[src/pmw_pkg.sv]
/*
  Package for the power mode and wake-up control block: register addresses,
  pages, field positions, reset values, cycle counts and the state carrier.
  Assumes a paged 8-bit special-function register bus on one system clock.
*/
package pmw_pkg;

  localparam logic [7:0] ADDR_POWER_CONTROL = 8'h87;
  localparam logic [7:0] ADDR_WAKE_MODE     = 8'hB5;
  localparam logic [3:0] PAGE_WAKE_CONFIG   = 4'h0;
  localparam logic [3:0] PAGE_UNIT_MODE     = 4'hF;

  // Configuration register fields
  localparam int CFG_SLEEP_BIT   = 7;
  localparam int CFG_SUSPEND_BIT = 6;
  localparam int CFG_CLEAR_BIT   = 5;
  localparam int CFG_RSTPIN_BIT  = 4;
  localparam int NUM_SOURCES     = 4;

  // Mode register fields
  localparam int MODE_LFOUT_BIT  = 7;
  localparam int MODE_WAKE_REQUEST_OUT_ENABLE_BIT = 6;
  localparam int MODE_BATTERY_MONITOR_DISABLE_BIT = 5;

  // Power control fields
  localparam int POWER_CONTROL_STOP_BIT   = 1;
  localparam int POWER_CONTROL_IDLE_BIT   = 0;

  localparam logic [5:0] GENERAL_FLAGS_RESET = 6'h00;
  localparam logic [2:0] UNIT_MODE_RESET     = 3'h0;
  localparam logic [3:0] FLAGS_RESET         = 4'h0;

  // Flags read zero for this many system clocks after a suspend wake
  localparam logic [1:0] SUSPEND_BLANK_CYCLES = 2'h2;

  // Cycles from power-on-reset request through its pulse
  localparam logic [1:0] POR_PULSE_CYCLES     = 2'h1;

  typedef enum logic [2:0] {
    ST_AWAKE   = 3'b001,
    ST_SUSPEND = 3'b010,
    ST_SLEEP   = 3'b100
  } pmw_state_t;

  typedef struct packed {
    pmw_state_t       state;
    logic [5:0]       general_flags;
    logic             lf_clock_out_enable;
    logic             wake_request_out_enable;
    logic             battery_monitor_disable;
    logic [3:0]       wake_enable;
    logic [3:0]       wake_flag;
    logic             reset_pin_wake_flag;
    logic [1:0]       blank_cnt;
    logic [2:0]       rst_sync;
    logic             rst_level;
    logic [3:0]       ev_sync1;
    logic [3:0]       ev_sync2;
    logic [3:0]       ev_sync3;
    logic [3:0]       ev_level;
    logic [7:0]       rdata;
    logic             idle_pulse;
    logic             stop_pulse;
    logic             por_pulse;
    logic             lf_clk_out;
    logic             wake_req_out;
    logic             lpo_keep_on;
  } pmw_regs_t;

endpackage

[src/pmw_power_wake_ctrl.sv]
/*
  Power mode and wake-up controller: the paged registers, the four wake
  sources with sticky flags, the reset-pin wake flag, the awake/suspend/sleep
  state, and the clock-out, wake-request and supply-monitor controls.
  Assumes event inputs are asynchronous levels whose rising edge is an event,
  a low-going reset pin, and a register bus that writes and reads in one cycle.
*/
//
// Contract
// - Writing 1 to config bit 7 enters sleep; the bit reads nothing.
// - Writing 1 to config bit 6 enters suspend; write-only.
// - Writing 1 to config bit 5 clears all wake flags together.
// - Config bit 4 reads 1 after a falling edge on the reset pin.
// - Bit 3 writes oscillator-fail wake enable, reads oscillator-fail flag.
// - Bit 2 writes clock-alarm wake enable, reads alarm flag.
// - Bit 1 writes port-match wake enable, reads port-match flag.
// - Bit 0 writes comparator rising-edge wake enable, reads its flag.
// - Flags update on every event, enabled or not, awake or asleep.
// - Enables take effect from the same write that enters a mode.
// - Any set flag blocks suspend and sleep, keeps low-power oscillator on.
// - Flags read zero for two clocks after waking from suspend.
// - Mode bit 7 drives buffered low-frequency clock onto its pin.
// - Mode bit 6 enables the wake-request output pin.
// - Enabled wake request is high awake, low asleep, rises on wake.
// - Mode bit 5 disables supply monitor; clearing it while set causes reset.
// - Power control bits 7:2 are six read/write general flags.
// - Writing 1 to power control bit 1 enters stop mode; write-only.
// - Writing 1 to power control bit 0 enters idle mode; write-only.
// - Address B5 is config on page 0 and mode on page F.
// - Power control at 87 decodes on every page.
// - Reset-pin falling edge always wakes from sleep; cannot be disabled.
`timescale 1ns/1ps

module pmw_power_wake_ctrl
(
  input  wire logic       I_SYS_CLK,
  input  wire logic       I_RESET,
  input  wire logic [3:0] I_PAGE,
  input  wire logic [7:0] I_ADDR,
  input  wire logic       I_WR,
  input  wire logic       I_RD,
  input  wire logic [7:0] I_WDATA,
  input  wire logic [3:0] I_WAKE_EVENT,
  input  wire logic       I_RST_PIN_N,
  input  wire logic       I_LF_CLK,
  output logic      [7:0] O_RDATA,
  output logic            O_IDLE_REQ,
  output logic            O_STOP_REQ,
  output logic            O_SUSPEND,
  output logic            O_SLEEP,
  output logic            O_POR_REQ,
  output logic            O_MONITOR_DISABLE,
  output logic            O_LPO_KEEP_ON,
  output logic            O_LF_CLK_OUT,
  output logic            O_LF_CLK_OUT_OE_N,
  output logic            O_WAKE_REQ,
  output logic            O_WAKE_REQ_OE_N
);

  pmw_pkg::pmw_regs_t r_reg;
  pmw_pkg::pmw_regs_t r_next;

  logic       sel_cfg;
  logic       sel_mode;
  logic       sel_power_control;
  logic [3:0] ev_rise;
  logic       rst_fall;
  logic       any_flag;
  logic       wake_now;
  logic [7:0] rd_mux;

  ////////////////////////////////////////////////////////////////////////////
  // Address decode

  always_comb
  begin
    sel_power_control = (I_ADDR == pmw_pkg::ADDR_POWER_CONTROL);
    sel_cfg  = (I_ADDR == pmw_pkg::ADDR_WAKE_MODE) && (I_PAGE == pmw_pkg::PAGE_WAKE_CONFIG);
    sel_mode = (I_ADDR == pmw_pkg::ADDR_WAKE_MODE) && (I_PAGE == pmw_pkg::PAGE_UNIT_MODE);
  end

  ////////////////////////////////////////////////////////////////////////////
  // Next state

  always_comb
  begin
    r_next = r_reg;

    // Pins pass three flops; a change counts when the last two agree
    r_next.rst_sync = {r_reg.rst_sync[1:0], I_RST_PIN_N};
    if (r_reg.rst_sync[2] == r_reg.rst_sync[1])
    begin
      r_next.rst_level = r_reg.rst_sync[2];
    end
    rst_fall = r_reg.rst_level && (r_reg.rst_sync[2] == r_reg.rst_sync[1]) && !r_reg.rst_sync[2];

    r_next.ev_sync1 = I_WAKE_EVENT;
    r_next.ev_sync2 = r_reg.ev_sync1;
    r_next.ev_sync3 = r_reg.ev_sync2;
    for (int i = 0; i < pmw_pkg::NUM_SOURCES; i++)
    begin
      if (r_reg.ev_sync2[i] == r_reg.ev_sync3[i])
      begin
        r_next.ev_level[i] = r_reg.ev_sync3[i];
      end
      ev_rise[i] = !r_reg.ev_level[i] && (r_reg.ev_sync2[i] == r_reg.ev_sync3[i]) && r_reg.ev_sync3[i];
    end

    any_flag = (|r_reg.wake_flag) || r_reg.reset_pin_wake_flag;
    wake_now = (|(ev_rise & r_reg.wake_enable)) || rst_fall;

    r_next.idle_pulse = 1'b0;
    r_next.stop_pulse = 1'b0;
    r_next.por_pulse  = 1'b0;
    if (r_reg.blank_cnt != 2'h0)
    begin
      r_next.blank_cnt = r_reg.blank_cnt - 2'h1;
    end

    // Clear first so that an event in the same cycle still sets its flag
    if (I_WR && sel_cfg && I_WDATA[pmw_pkg::CFG_CLEAR_BIT])
    begin
      r_next.wake_flag           = pmw_pkg::FLAGS_RESET;
      r_next.reset_pin_wake_flag = 1'b0;
    end
    r_next.wake_flag = r_next.wake_flag | ev_rise;
    if (rst_fall)
    begin
      r_next.reset_pin_wake_flag = 1'b1;
    end

    case (r_reg.state)
      pmw_pkg::ST_AWAKE:
      begin
        if (I_WR && sel_cfg)
        begin
          r_next.wake_enable = I_WDATA[pmw_pkg::NUM_SOURCES-1:0];
          // Flags are checked before this write's clear takes hold
          if (!any_flag && I_WDATA[pmw_pkg::CFG_SLEEP_BIT])
          begin
            r_next.state = pmw_pkg::ST_SLEEP;
          end
          else if (!any_flag && I_WDATA[pmw_pkg::CFG_SUSPEND_BIT])
          begin
            r_next.state = pmw_pkg::ST_SUSPEND;
          end
        end
      end
      pmw_pkg::ST_SUSPEND:
      begin
        if (wake_now)
        begin
          r_next.state     = pmw_pkg::ST_AWAKE;
          r_next.blank_cnt = pmw_pkg::SUSPEND_BLANK_CYCLES;
        end
      end
      pmw_pkg::ST_SLEEP:
      begin
        if (wake_now)
        begin
          r_next.state = pmw_pkg::ST_AWAKE;
        end
      end
      default:
      begin
        r_next.state = pmw_pkg::ST_AWAKE;
      end
    endcase

    if (I_WR && sel_mode)
    begin
      r_next.lf_clock_out_enable     = I_WDATA[pmw_pkg::MODE_LFOUT_BIT];
      r_next.wake_request_out_enable = I_WDATA[pmw_pkg::MODE_WAKE_REQUEST_OUT_ENABLE_BIT];
      r_next.battery_monitor_disable = I_WDATA[pmw_pkg::MODE_BATTERY_MONITOR_DISABLE_BIT];
      if (r_reg.battery_monitor_disable && !I_WDATA[pmw_pkg::MODE_BATTERY_MONITOR_DISABLE_BIT])
      begin
        r_next.por_pulse = pmw_pkg::POR_PULSE_CYCLES[0];
      end
    end

    if (I_WR && sel_power_control)
    begin
      r_next.general_flags = I_WDATA[7:2];
      r_next.stop_pulse    = I_WDATA[pmw_pkg::POWER_CONTROL_STOP_BIT];
      r_next.idle_pulse    = I_WDATA[pmw_pkg::POWER_CONTROL_IDLE_BIT];
    end

    // Read data
    rd_mux = 8'h00;
    if (sel_power_control)
    begin
      rd_mux = {r_reg.general_flags, 2'b00};
    end
    else if (sel_cfg)
    begin
      if (r_reg.blank_cnt == 2'h0)
      begin
        rd_mux = {3'b000, r_reg.reset_pin_wake_flag, r_reg.wake_flag};
      end
    end
    else if (sel_mode)
    begin
      rd_mux = {r_reg.lf_clock_out_enable, r_reg.wake_request_out_enable,
                r_reg.battery_monitor_disable, 5'h00};
    end
    r_next.rdata = I_RD ? rd_mux : 8'h00;

    r_next.lf_clk_out   = r_reg.lf_clock_out_enable && I_LF_CLK;
    r_next.wake_req_out = (r_next.state != pmw_pkg::ST_SLEEP);
    r_next.lpo_keep_on  = (|r_next.wake_flag) || r_next.reset_pin_wake_flag;
  end

  ////////////////////////////////////////////////////////////////////////////
  // State register

  always_ff @(posedge I_SYS_CLK)
  begin
    if (I_RESET)
    begin
      r_reg                         <= '0;
      r_reg.state                   <= pmw_pkg::ST_AWAKE;
      r_reg.general_flags           <= pmw_pkg::GENERAL_FLAGS_RESET;
      r_reg.wake_flag               <= pmw_pkg::FLAGS_RESET;
      r_reg.rst_sync                <= 3'b111;
      r_reg.rst_level               <= 1'b1;
      r_reg.wake_req_out            <= 1'b1;
    end
    else
    begin
      r_reg <= r_next;
    end
  end

  ////////////////////////////////////////////////////////////////////////////
  // Outputs

  always_comb
  begin
    O_RDATA           = r_reg.rdata;
    O_IDLE_REQ        = r_reg.idle_pulse;
    O_STOP_REQ        = r_reg.stop_pulse;
    O_SUSPEND         = (r_reg.state == pmw_pkg::ST_SUSPEND);
    O_SLEEP           = (r_reg.state == pmw_pkg::ST_SLEEP);
    O_POR_REQ         = r_reg.por_pulse;
    O_MONITOR_DISABLE = r_reg.battery_monitor_disable;
    O_LPO_KEEP_ON     = r_reg.lpo_keep_on;
    O_LF_CLK_OUT      = r_reg.lf_clk_out;
    O_LF_CLK_OUT_OE_N = !r_reg.lf_clock_out_enable;
    O_WAKE_REQ        = r_reg.wake_req_out;
    O_WAKE_REQ_OE_N   = !r_reg.wake_request_out_enable;
  end

endmodule // pmw_power_wake_ctrl

[config.mk]
export PLATFORM = sky130hd
export DESIGN_NAME = pmw_power_wake_ctrl
export DESIGN_NICKNAME = d
export VERILOG_FILES = /design/src/pmw_pkg.sv /design/src/pmw_power_wake_ctrl.sv
export SDC_FILE = /design/constraint.sdc
export NUM_CORES = 1
export LEC_CHECK = 0
export BUFFER_PORTS_ARGS = -buffer_cell sky130_fd_sc_hd__buf_2
export CAP_MARGIN = 40
export CORE_UTILIZATION = 53
export DETAILED_ROUTE_END_ITERATION = 8
export HOLD_SLACK_MARGIN = 0.05
export PLACE_DENSITY = 0.89
export SETUP_SLACK_MARGIN = 0.5
export SLEW_MARGIN = 20
export SYNTH_ARGS = -nofsm -noshare
export SYNTH_HDL_FRONTEND = slang
export SYNTH_SLANG_ARGS = --single-unit
export TNS_END_PERCENT = 20
[constraint.sdc]
create_clock -name I_SYS_CLK -period 1.5 [get_ports I_SYS_CLK]
set_input_delay 0.075 -clock I_SYS_CLK [delete_from_list [all_inputs] [get_ports I_SYS_CLK]]
set_output_delay 0.075 -clock I_SYS_CLK [all_outputs]
set_load 0.02 [all_outputs]
Word level (Yosys, flattened, before mapping)
Index checks and enable logic that the tools add are counted.
Storage, ports and cells
  flip-flop bits (word level): 57
  bits of input ports: 30
  logic and storage cells: 103
Cells by class
  add/subtract/negate cells: 1
  equality and inequality tests: 12
  multiplexer cells: 15
  bitwise gates (word level): 5
  reduce and logical (&&, ||, !) cells: 44
Operators with widths (count)
  2-to-1 mux 8 bit: 3
  logical AND 1 bit: 20
  == test 8 bit (second input constant): 2
  2-to-1 mux 3 bit: 4
  OR reduction 4 bit: 3
  2-to-1 mux 5 bit: 2
  logical NOT 1 bit: 9
  OR reduction 2 bit: 4
  2-to-1 mux 2 bit: 3
  one-hot mux 3 bit (2 select lines): 1
  == test 1 bit: 5
  bitwise AND 4 bit: 1
  == test 4 bit (second input constant): 1
  logical NOT 4 bit: 1
  OR 4 bit: 1
  == test 3 x 1 -> 1 bit (second input constant): 1
  == test 3 x 2 -> 1 bit (second input constant): 1
  == test 3 bit (second input constant): 1
  logical OR 1 bit: 3
  != test 3 bit (second input constant): 1
  NOT 1 bit: 3
  OR reduction 3 bit: 1
  logical NOT 2 bit: 1
  2-to-1 mux 1 bit: 2
  3 further kinds: 3

Logic depth before layout (Yosys ltp)
Gate-level depths: netlist of run 1.
  depth after elaboration: 9
  depth in mapped cells: 4
  mapped depth without buffers: 4

Worst setup path after synthesis of run 1
No wires, ideal clock.
  path kind: reg-to-reg
  start point: reg r_reg[56] (netlist name)
  end point: reg r_reg (netlist bit O_WAKE_REQ)
  data arrival time: 1.402 ns
  setup slack: -0.032 ns
  stages on the path, launching flop included: 5
  cell sequence: dfxtp_1 nor3b_1 a21oi_1 nor2_1 a32oi_1
On the way
  elaborated cells on any way between the ends: 10
  those cells by class: eq/ne: 4; mux: 5; reduce/logical: 1
RTL lines
  start, declared: RTL line pmw_power_wake_ctrl.sv:60  | pmw_pkg::pmw_regs_t r_reg;
  start signal, assigned: RTL line pmw_power_wake_ctrl.sv:230  | r_reg <= r_next;
  == test 3 bit
  net O_SLEEP: RTL line pmw_power_wake_ctrl.sv:50  | output logic O_SLEEP,
  OR reduction 2 bit (no line)
  one-hot mux 3 bit (2 select lines): RTL line pmw_power_wake_ctrl.sv:132  | case (r_reg.state)
  != test 3 bit: RTL line pmw_power_wake_ctrl.sv:209  | r_next.wake_req_out = (r_next.state != pmw_pkg::ST_SLEEP);
The timed path passes the listed nets, and every way through them passes these cells.
A chain may end at the register's enable or synchronous reset.

Final worst setup path of run 1
  start point: reg r_reg[54] (netlist name)
  end point: reg r_reg[56] (netlist name)
On the way
  word-level cells in the longest chain between the ends: 3
  elaborated cells on any way between the ends: 5
  those cells by class: eq/ne: 3; mux: 1; reduce/logical: 1
Ends and longest elaborated chain (RTL line)
  == test 3 x 2 -> 1 bit / == test 3 bit (equally long branches): pmw_power_wake_ctrl.sv:132
  OR reduction 2 bit (no line)
  one-hot mux 3 bit (2 select lines) *: pmw_power_wake_ctrl.sv:132
Every way passes the cells marked *; elsewhere a longest branch is shown, timed or not.

==> metrics.yaml, run 1 <==
sta:
  relSlewSlack: 0.7296
  fin_crit_sh: 0.8120
  slew_viol_final: 0
  rsz0062_at_grt: "yes"
  fin_skew_ps: 6.355
  fmax_mhz: 821.0
  tns_ps: 0
  setup_viol: 0
  timing.final.crit_period_ps: 1218
  tightest_slew_ps: 402.6
  hold_viol_final: 0
cts:
  cts_made_buffers: 9
  htree_levels: 3
  clk_pin_slew_ps: 60
  clock_latency_ps: 330
  cts_root_buf: "clkbuf_8"
  cts_buffer_depth: 2
  cts_tree: "built"
  clkSinkCount: 57
place:
  portBuffers: 48
  post-dp-hpwl_mm: 3.214
  gp_congestion: 0.8066
  dp.cells: 314
routing:
  wire_per_inst_um: 14.39
  drc: 0
  antenna_left: 0
  routed_wl_mm: 5.007
  drtIter0Drc: 96
  dr_total_vias: 1901
  drtPass1Iterations: 4
  viasPerCell: 5.463
synthesis:
  netlist_top_cells_count: "dfxtp_1, nor2_1, a21oi_1"
  synth_ff_type: "dfxtp_1"
  synthCells: 227
  synth-seq-area-share: 0.5086
  ys_ff_latch: 57
  yosysMostFrequentCell: "dfxtp_1"
  synth_area_leaders: "dfxtp_1, nor2b_1, a21oi_1, mux2i_1, nor2_1"
  synth.top_cell.area_share: 0.5086
  synth.cell_area_sq_um: 2243
  syn_area_per_cell_sq_um: 9.883
  synth_nets: 257
  yosysWarnings: 0
  synth_edf_count: 0
  async_flop_share: 0
  yosys.cell_types.count: 42
  synth_top_cell_by_area: "dfxtp_1"
grt:
  grt_pass1_vias: 1820
  grt_max_degree: 50
  grt_pass1_wl_mm: 8.121
  grt_usage: 0.2517
  grt_overflow_total: 0
  antenna_found_initial: 0
pwr:
  pwr-share-clk: 0.484
  p_int_mw: 2.634
  switchingPower_mw: 0.6740
  p_leak_nw: 1.293
  ir_worst_vdd_mv: 0.8037
  power_frac_seq: 0.465
  power_density_nw_per_um2: 1105
  pwr-share-comb: 0.051
  switching_share: 0.2037
floorplanning:
  die_w_um: 67.06
  initial_core_util: 0.5568
  die_h_um: 67.06
  core_sq_um: 4029
  ios: 49
  die-area_sq_um: 4497
  rows: 23
setup_path:
  path_class: "flop to flop"
  crit_path_max_incr_delay_ps: 400
  cp_slowest_cell: "dfxtp_4"
  required_ps: 1760
  rr_startpoint: "r_reg[54]"
  worst-path-max-fanout: 6
  startpoint_type: "flop"
  cpLargestDelayFamily: "simple AND/OR/NAND/NOR gates"
  path_buf_inv: 0
  arrival_ps: 1480
  path_cells: "nor3b_4 -> nand3_2 -> nor3_4 -> a32o_1"
  r2r_cells: 4
  worstReg2RegEnd: "r_reg[56]"
  r2r_slack_ps: 280
  cp-end-kind: "flop"
cells_and_area:
  synthToLayoutAreaGrowth_pct: 33.46
  diodes: 0
  largest_reg_flops: 32
  drive_above_1_share: 0.3456
  final_cells: 348
  num-nets-final: 323
flow_run:
  cap_violations: 0
min_path:
  min_path_type: "input port to flop"
  hold_depth: 3
  min_to: "r_reg[52]"
  min-delay-start: "I_WDATA[6]"
run_status:
  outcome: "finished, final reports clean"
[worst max-delay path by stage]
stage / start / end / slack (ps) / depth (start not counted)
after floorplan: r_reg[56] / O_WAKE_REQ / 350 / 4
after global placement: r_reg[54] / O_WAKE_REQ / 210 / 4
after detailed placement: I_PAGE[0] / r_reg[40] / 160 / 5
after CTS: r_reg[56] / O_SLEEP / 280 / 2
after global routing: r_reg[55] / O_SUSPEND / 220 / 2
final: r_reg[54] / r_reg[56] / 280 / 4
[layout make-up]
cell class                 instances  area [sq um]
clock buffer                      11         151.4
clock inverter                     5         76.32
fill                             288          1035
inverter                           3         11.26
multi-input combinational        154          1086
sequential                        57          1156
tap                               50         62.56
timing repair buffer              68         450.4
[cells in the final DEF, fill, tap and decap left out, types with 6 or more instances in the layout]
cell type	synthesis	layout
dfxtp_1	57	51
buf_2	0	46
nor2_1	24	24
a21oi_1	18	16
nor2b_1	16	15
dlygate4sd3_1	0	14
nand2_1	12	11
clkbuf_8	0	11
mux2i_1	9	9
nand4_1	7	7
o21ai_0	8	7
and2_1	6	6
a22o_1	6	6
[kinds of logic (layout without fill, tap and decap cells)]
logic type,count (synthesis),count (layout),share of synthesized area
compound gates,40,40,0.1110
xor+xnor,2,2,0.007810
buf+inv,16,87,0.04015
flops,57,57,0.5086
mux,9,9,0.04016
simple gates,103,103,0.2923
[per-layer routing]
layer / up-vias / global-route usage / wire (um)
met5: - / 0 / 0
met4: 0 / 0.09840 / 123
met3: 13 / 0.1130 / 379
met2: 73 / 0.4300 / 2487
met1: 880 / 0.2665 / 2017
li1: 935 / - / -
[worst register-to-register path, stage by stage, from the launching register on]
cell     delay, ps
dfxtp_4        400
nor3b_4        210
nand3_2        150
nor3_4         200
a32o_1         190
[power by group through the flow]
stage / combinational [mW] / clock [mW] / sequential (mW)
after detailed placement: 0.134 / 0 / 1.57
after floorplan: 0.0599 / 0 / 1.57
after global routing: 0.182 / 1.71 / 1.54
after CTS: 0.166 / 1.63 / 1.54
after global placement: 0.131 / 0 / 1.57
final: 0.169 / 1.60 / 1.54
[through the flow]
stage	util	cell area, sq um	total power [mW]	hold WS [ps]	worst slack (ps)
after floorplan	-	2287	1.630	178.8	348.6
after global placement	0.6301	2539	1.702	259.3	212.0
after detailed placement	0.6301	2539	1.706	266.8	161.7
after CTS	0.7432	2994	3.332	59.66	282.3
after global routing	0.7432	2994	3.428	101.5	220.5
final	0.7432	2994	3.308	74.25	282.0
[repair_timing]
action                                  in CTS  in global routing
setup buffers                                4                  0
hold endpoints to repair                    19                  0
gates resized for setup                     17                  1
pin swaps                                    4                  2
endpoints found under the setup margin      23                 34
hold buffers                                14                  0
Note: power is estimated with default switching activity, not from simulation.
==> inputs of run 2 (changes only) <==
Settings changed: CORE_UTILIZATION 53 to 48, PLACE_DENSITY 0.89 to 0.86.
Clock period 1.5 ns to 1.12 ns, I/O delays scaled along.
==> run 2 against run 1 <==
Against the previous run: the run now ends with negative hold slack, negative setup slack left; combinational power increased by 47%; register-to-register slack got worse by 520 ps; critical endpoint is now r_reg[55]; worst hold slack got worse by 180 ps; sequential power increased by 34%; clock skew about the same; maximum frequency decreased by 10%; clock power increased by 7%; critical path depth increased by 3; critical path type unchanged; cell area increased by 14%.
==> metrics.yaml, run 2 (synthesized netlist as in run 1, its figures left out) <==
floorplanning:
  die_w_um: 70.37  # +4.9%
  initial_core_util: 0.5082  # -0.04861
  rows: 24  # +4.3%
  core_sq_um: 4414  # +9.6%
  ios: 49  # unchanged
  die-area_sq_um: 4951  # +10%
  die_h_um: 70.37  # +4.9%
cts:
  clkSinkCount: 57  # unchanged
  cts_made_buffers: 9  # unchanged
  cts_root_buf: "clkbuf_8"
  clock_latency_ps: 350  # +20 ps
  ctsHoldBuffers: 5  # -9
  clk_pin_slew_ps: 60  # about the same
  cts_buffer_depth: 2  # unchanged
  htree_levels: 3  # unchanged
  cts_tree: "built"
cells_and_area:
  synthToLayoutAreaGrowth_pct: 51.76
  num-nets-final: 341  # +5.6%
  drive_above_1_share: 0.5696  # +0.2240
  layout_commonest_cell: "buf_6"
  largest_reg_flops: 32  # unchanged
  layout.cells.most_common_list: "buf_6, dfxtp_2, buf_2, dfxtp_1, nor2_1"
  diodes: 0  # unchanged
  fillers: 260  # -9.7%
setup_path:
  rr_startpoint: "r_reg[56]"
  arrival_ps: 1590  # +110 ps
  startpoint_type: "flop"
  cpMostUsedCell: "buf_6"
  worst-path-max-fanout: 3  # -3
  crit_start: "r_reg[56]"
  crit_path_max_incr_delay_ps: 360  # -40 ps
  cp_slowest_cell: "dfxtp_4"
  required_ps: 1360  # -400 ps
  path_class: "flop to flop"
  cp-end-kind: "flop"
  path_cells: "buf_6 -> buf_6 -> inv_4 -> buf_4 -> a21oi_1 -> nor2_1 -> a32o_1"
sta:
  slew_viol_final: 0  # unchanged
  setup_ws_ps: -236.8  # -518.8 ps
  fin_skew_ps: 6.688  # +0.3332 ps
  timing.final.crit_period_ps: 1357  # +138.8 ps
  hold_viol_final: 6  # +6
  fin_crit_sh: 1.211  # +0.3994
  rsz0062_at_grt: "yes"
  relSlewSlack: 0.7529  # +0.02327
  fmax_mhz: 737.0  # -10%
  setup_viol: 12  # +12
  whs_ps: -108.3  # -182.5 ps
  tns_ps: -2046  # -2046 ps
  tightest_slew_ps: 367.6  # -34.94 ps
min_path:
  min_path_type: "input port to flop"
  min-delay-start: "I_RST_PIN_N"
grt:
  grt_overflow_total: 0  # unchanged
  grt_usage: 0.2496  # -0.002087
  antenna_found_initial: 0  # unchanged
  grt_max_degree: 29  # -42%
  grt_pass1_wl_mm: 9.342  # +15%
  grt_pass1_vias: 2106  # +16%
pwr:
  power_density_nw_per_um2: 1181  # +6.9%
  ir_worst_vdd_mv: 0.8055  # +0.22%
  p_leak_nw: 1.452  # +12%
routing:
  wire_per_inst_um: 17.85  # +24%
  drtIter0Drc: 76  # -21%
  antenna_left: 0  # unchanged
  dr_total_vias: 2091  # +10%
  drtPass1Iterations: 5  # +1
  drc: 0  # unchanged
  routed_wl_mm: 6.568  # +31%
  viasPerCell: 5.682  # +4.0%
run_status:
  violations: "negative hold slack, negative setup slack"
  outcome: "finished with violations"
place:
  post-dp-hpwl_mm: 3.538  # +10%
  gp_congestion: 0.8260  # +2.4%
  portBuffers: 48  # unchanged
  dp_slack_ps: -148.3  # -309.9 ps
flow_run:
  cap_violations: 0  # unchanged
[run 2: cell types whose count changed in the layout (fill, tap and decap cells not counted), sizes merged]
cell | previous run | this run
buf | 54 | 81
dlygate4sd3 | 14 | 5
clkbuf | 11 | 14
bufinv | 2 | 0
clkinv | 2 | 1
[run 2: routing by layer]
metal,up-vias,wire [um],GRT usage
li1,972,-,-
met1,984,2468,0.2566
met2,100,3328,0.4296
met3,35,453,0.07215
met4,0,317,0.1778
met5,-,0,0
[run 2: worst max-delay path: cells and delay by family (launching register included)]
kind / cells / cell delay [ps]
simple gates: 1 / 120
buf+inv: 4 / 360
compound gates: 2 / 400
flops: 1 / 360
[run 2: worst paths after layout]
path,endpoint,slack [ps],cells past startpoint
max,r_reg[55],-240,7
min reg2reg,r_next[33],430,1
min,r_next[32],-110,2
max reg2reg,r_reg[55],-240,7
[run 2: report_power, final]
part           internal [mW]  leakage (nW)  switching, mW
sequential              2.05         0.474         0.0153
clock                  0.922        0.0910          0.789
combinational          0.119         0.887          0.129
[run 2: stage by stage]
stage                     cells  hold WS (ps)  total power, mW    util  instance area [sq um]
after floorplan             227         159.8            2.184       -                   2302
after global placement      338         247.2            2.291  0.6137                   2709
after detailed placement    338         247.8            2.298  0.6137                   2709
after CTS                   363        -105.8            4.004  0.7446                   3287
after global routing        368        -102.5            4.115  0.7713                   3405
final                       368        -108.3            4.022  0.7713                   3405
[run 2: cell type report]
type	instances	area (sq um)	share of cell area
multi-input combinational	154	1222	0.3591
sequential	57	1189	0.3491
timing repair buffer	86	740.7	0.2176
clock buffer	14	162.7	0.04778
tap	52	65.06	0.01911
inverter	3	13.76	0.004043
clock inverter	2	11.26	0.003308
[run 2: repair_timing]
action,4_1_cts,5_1_grt
resized for setup,114,22
setup endpoints to repair,63,64
buffers inserted,4,5
endpoints found under the hold margin,20,12
gates cloned,0,0
pin swaps,41,41
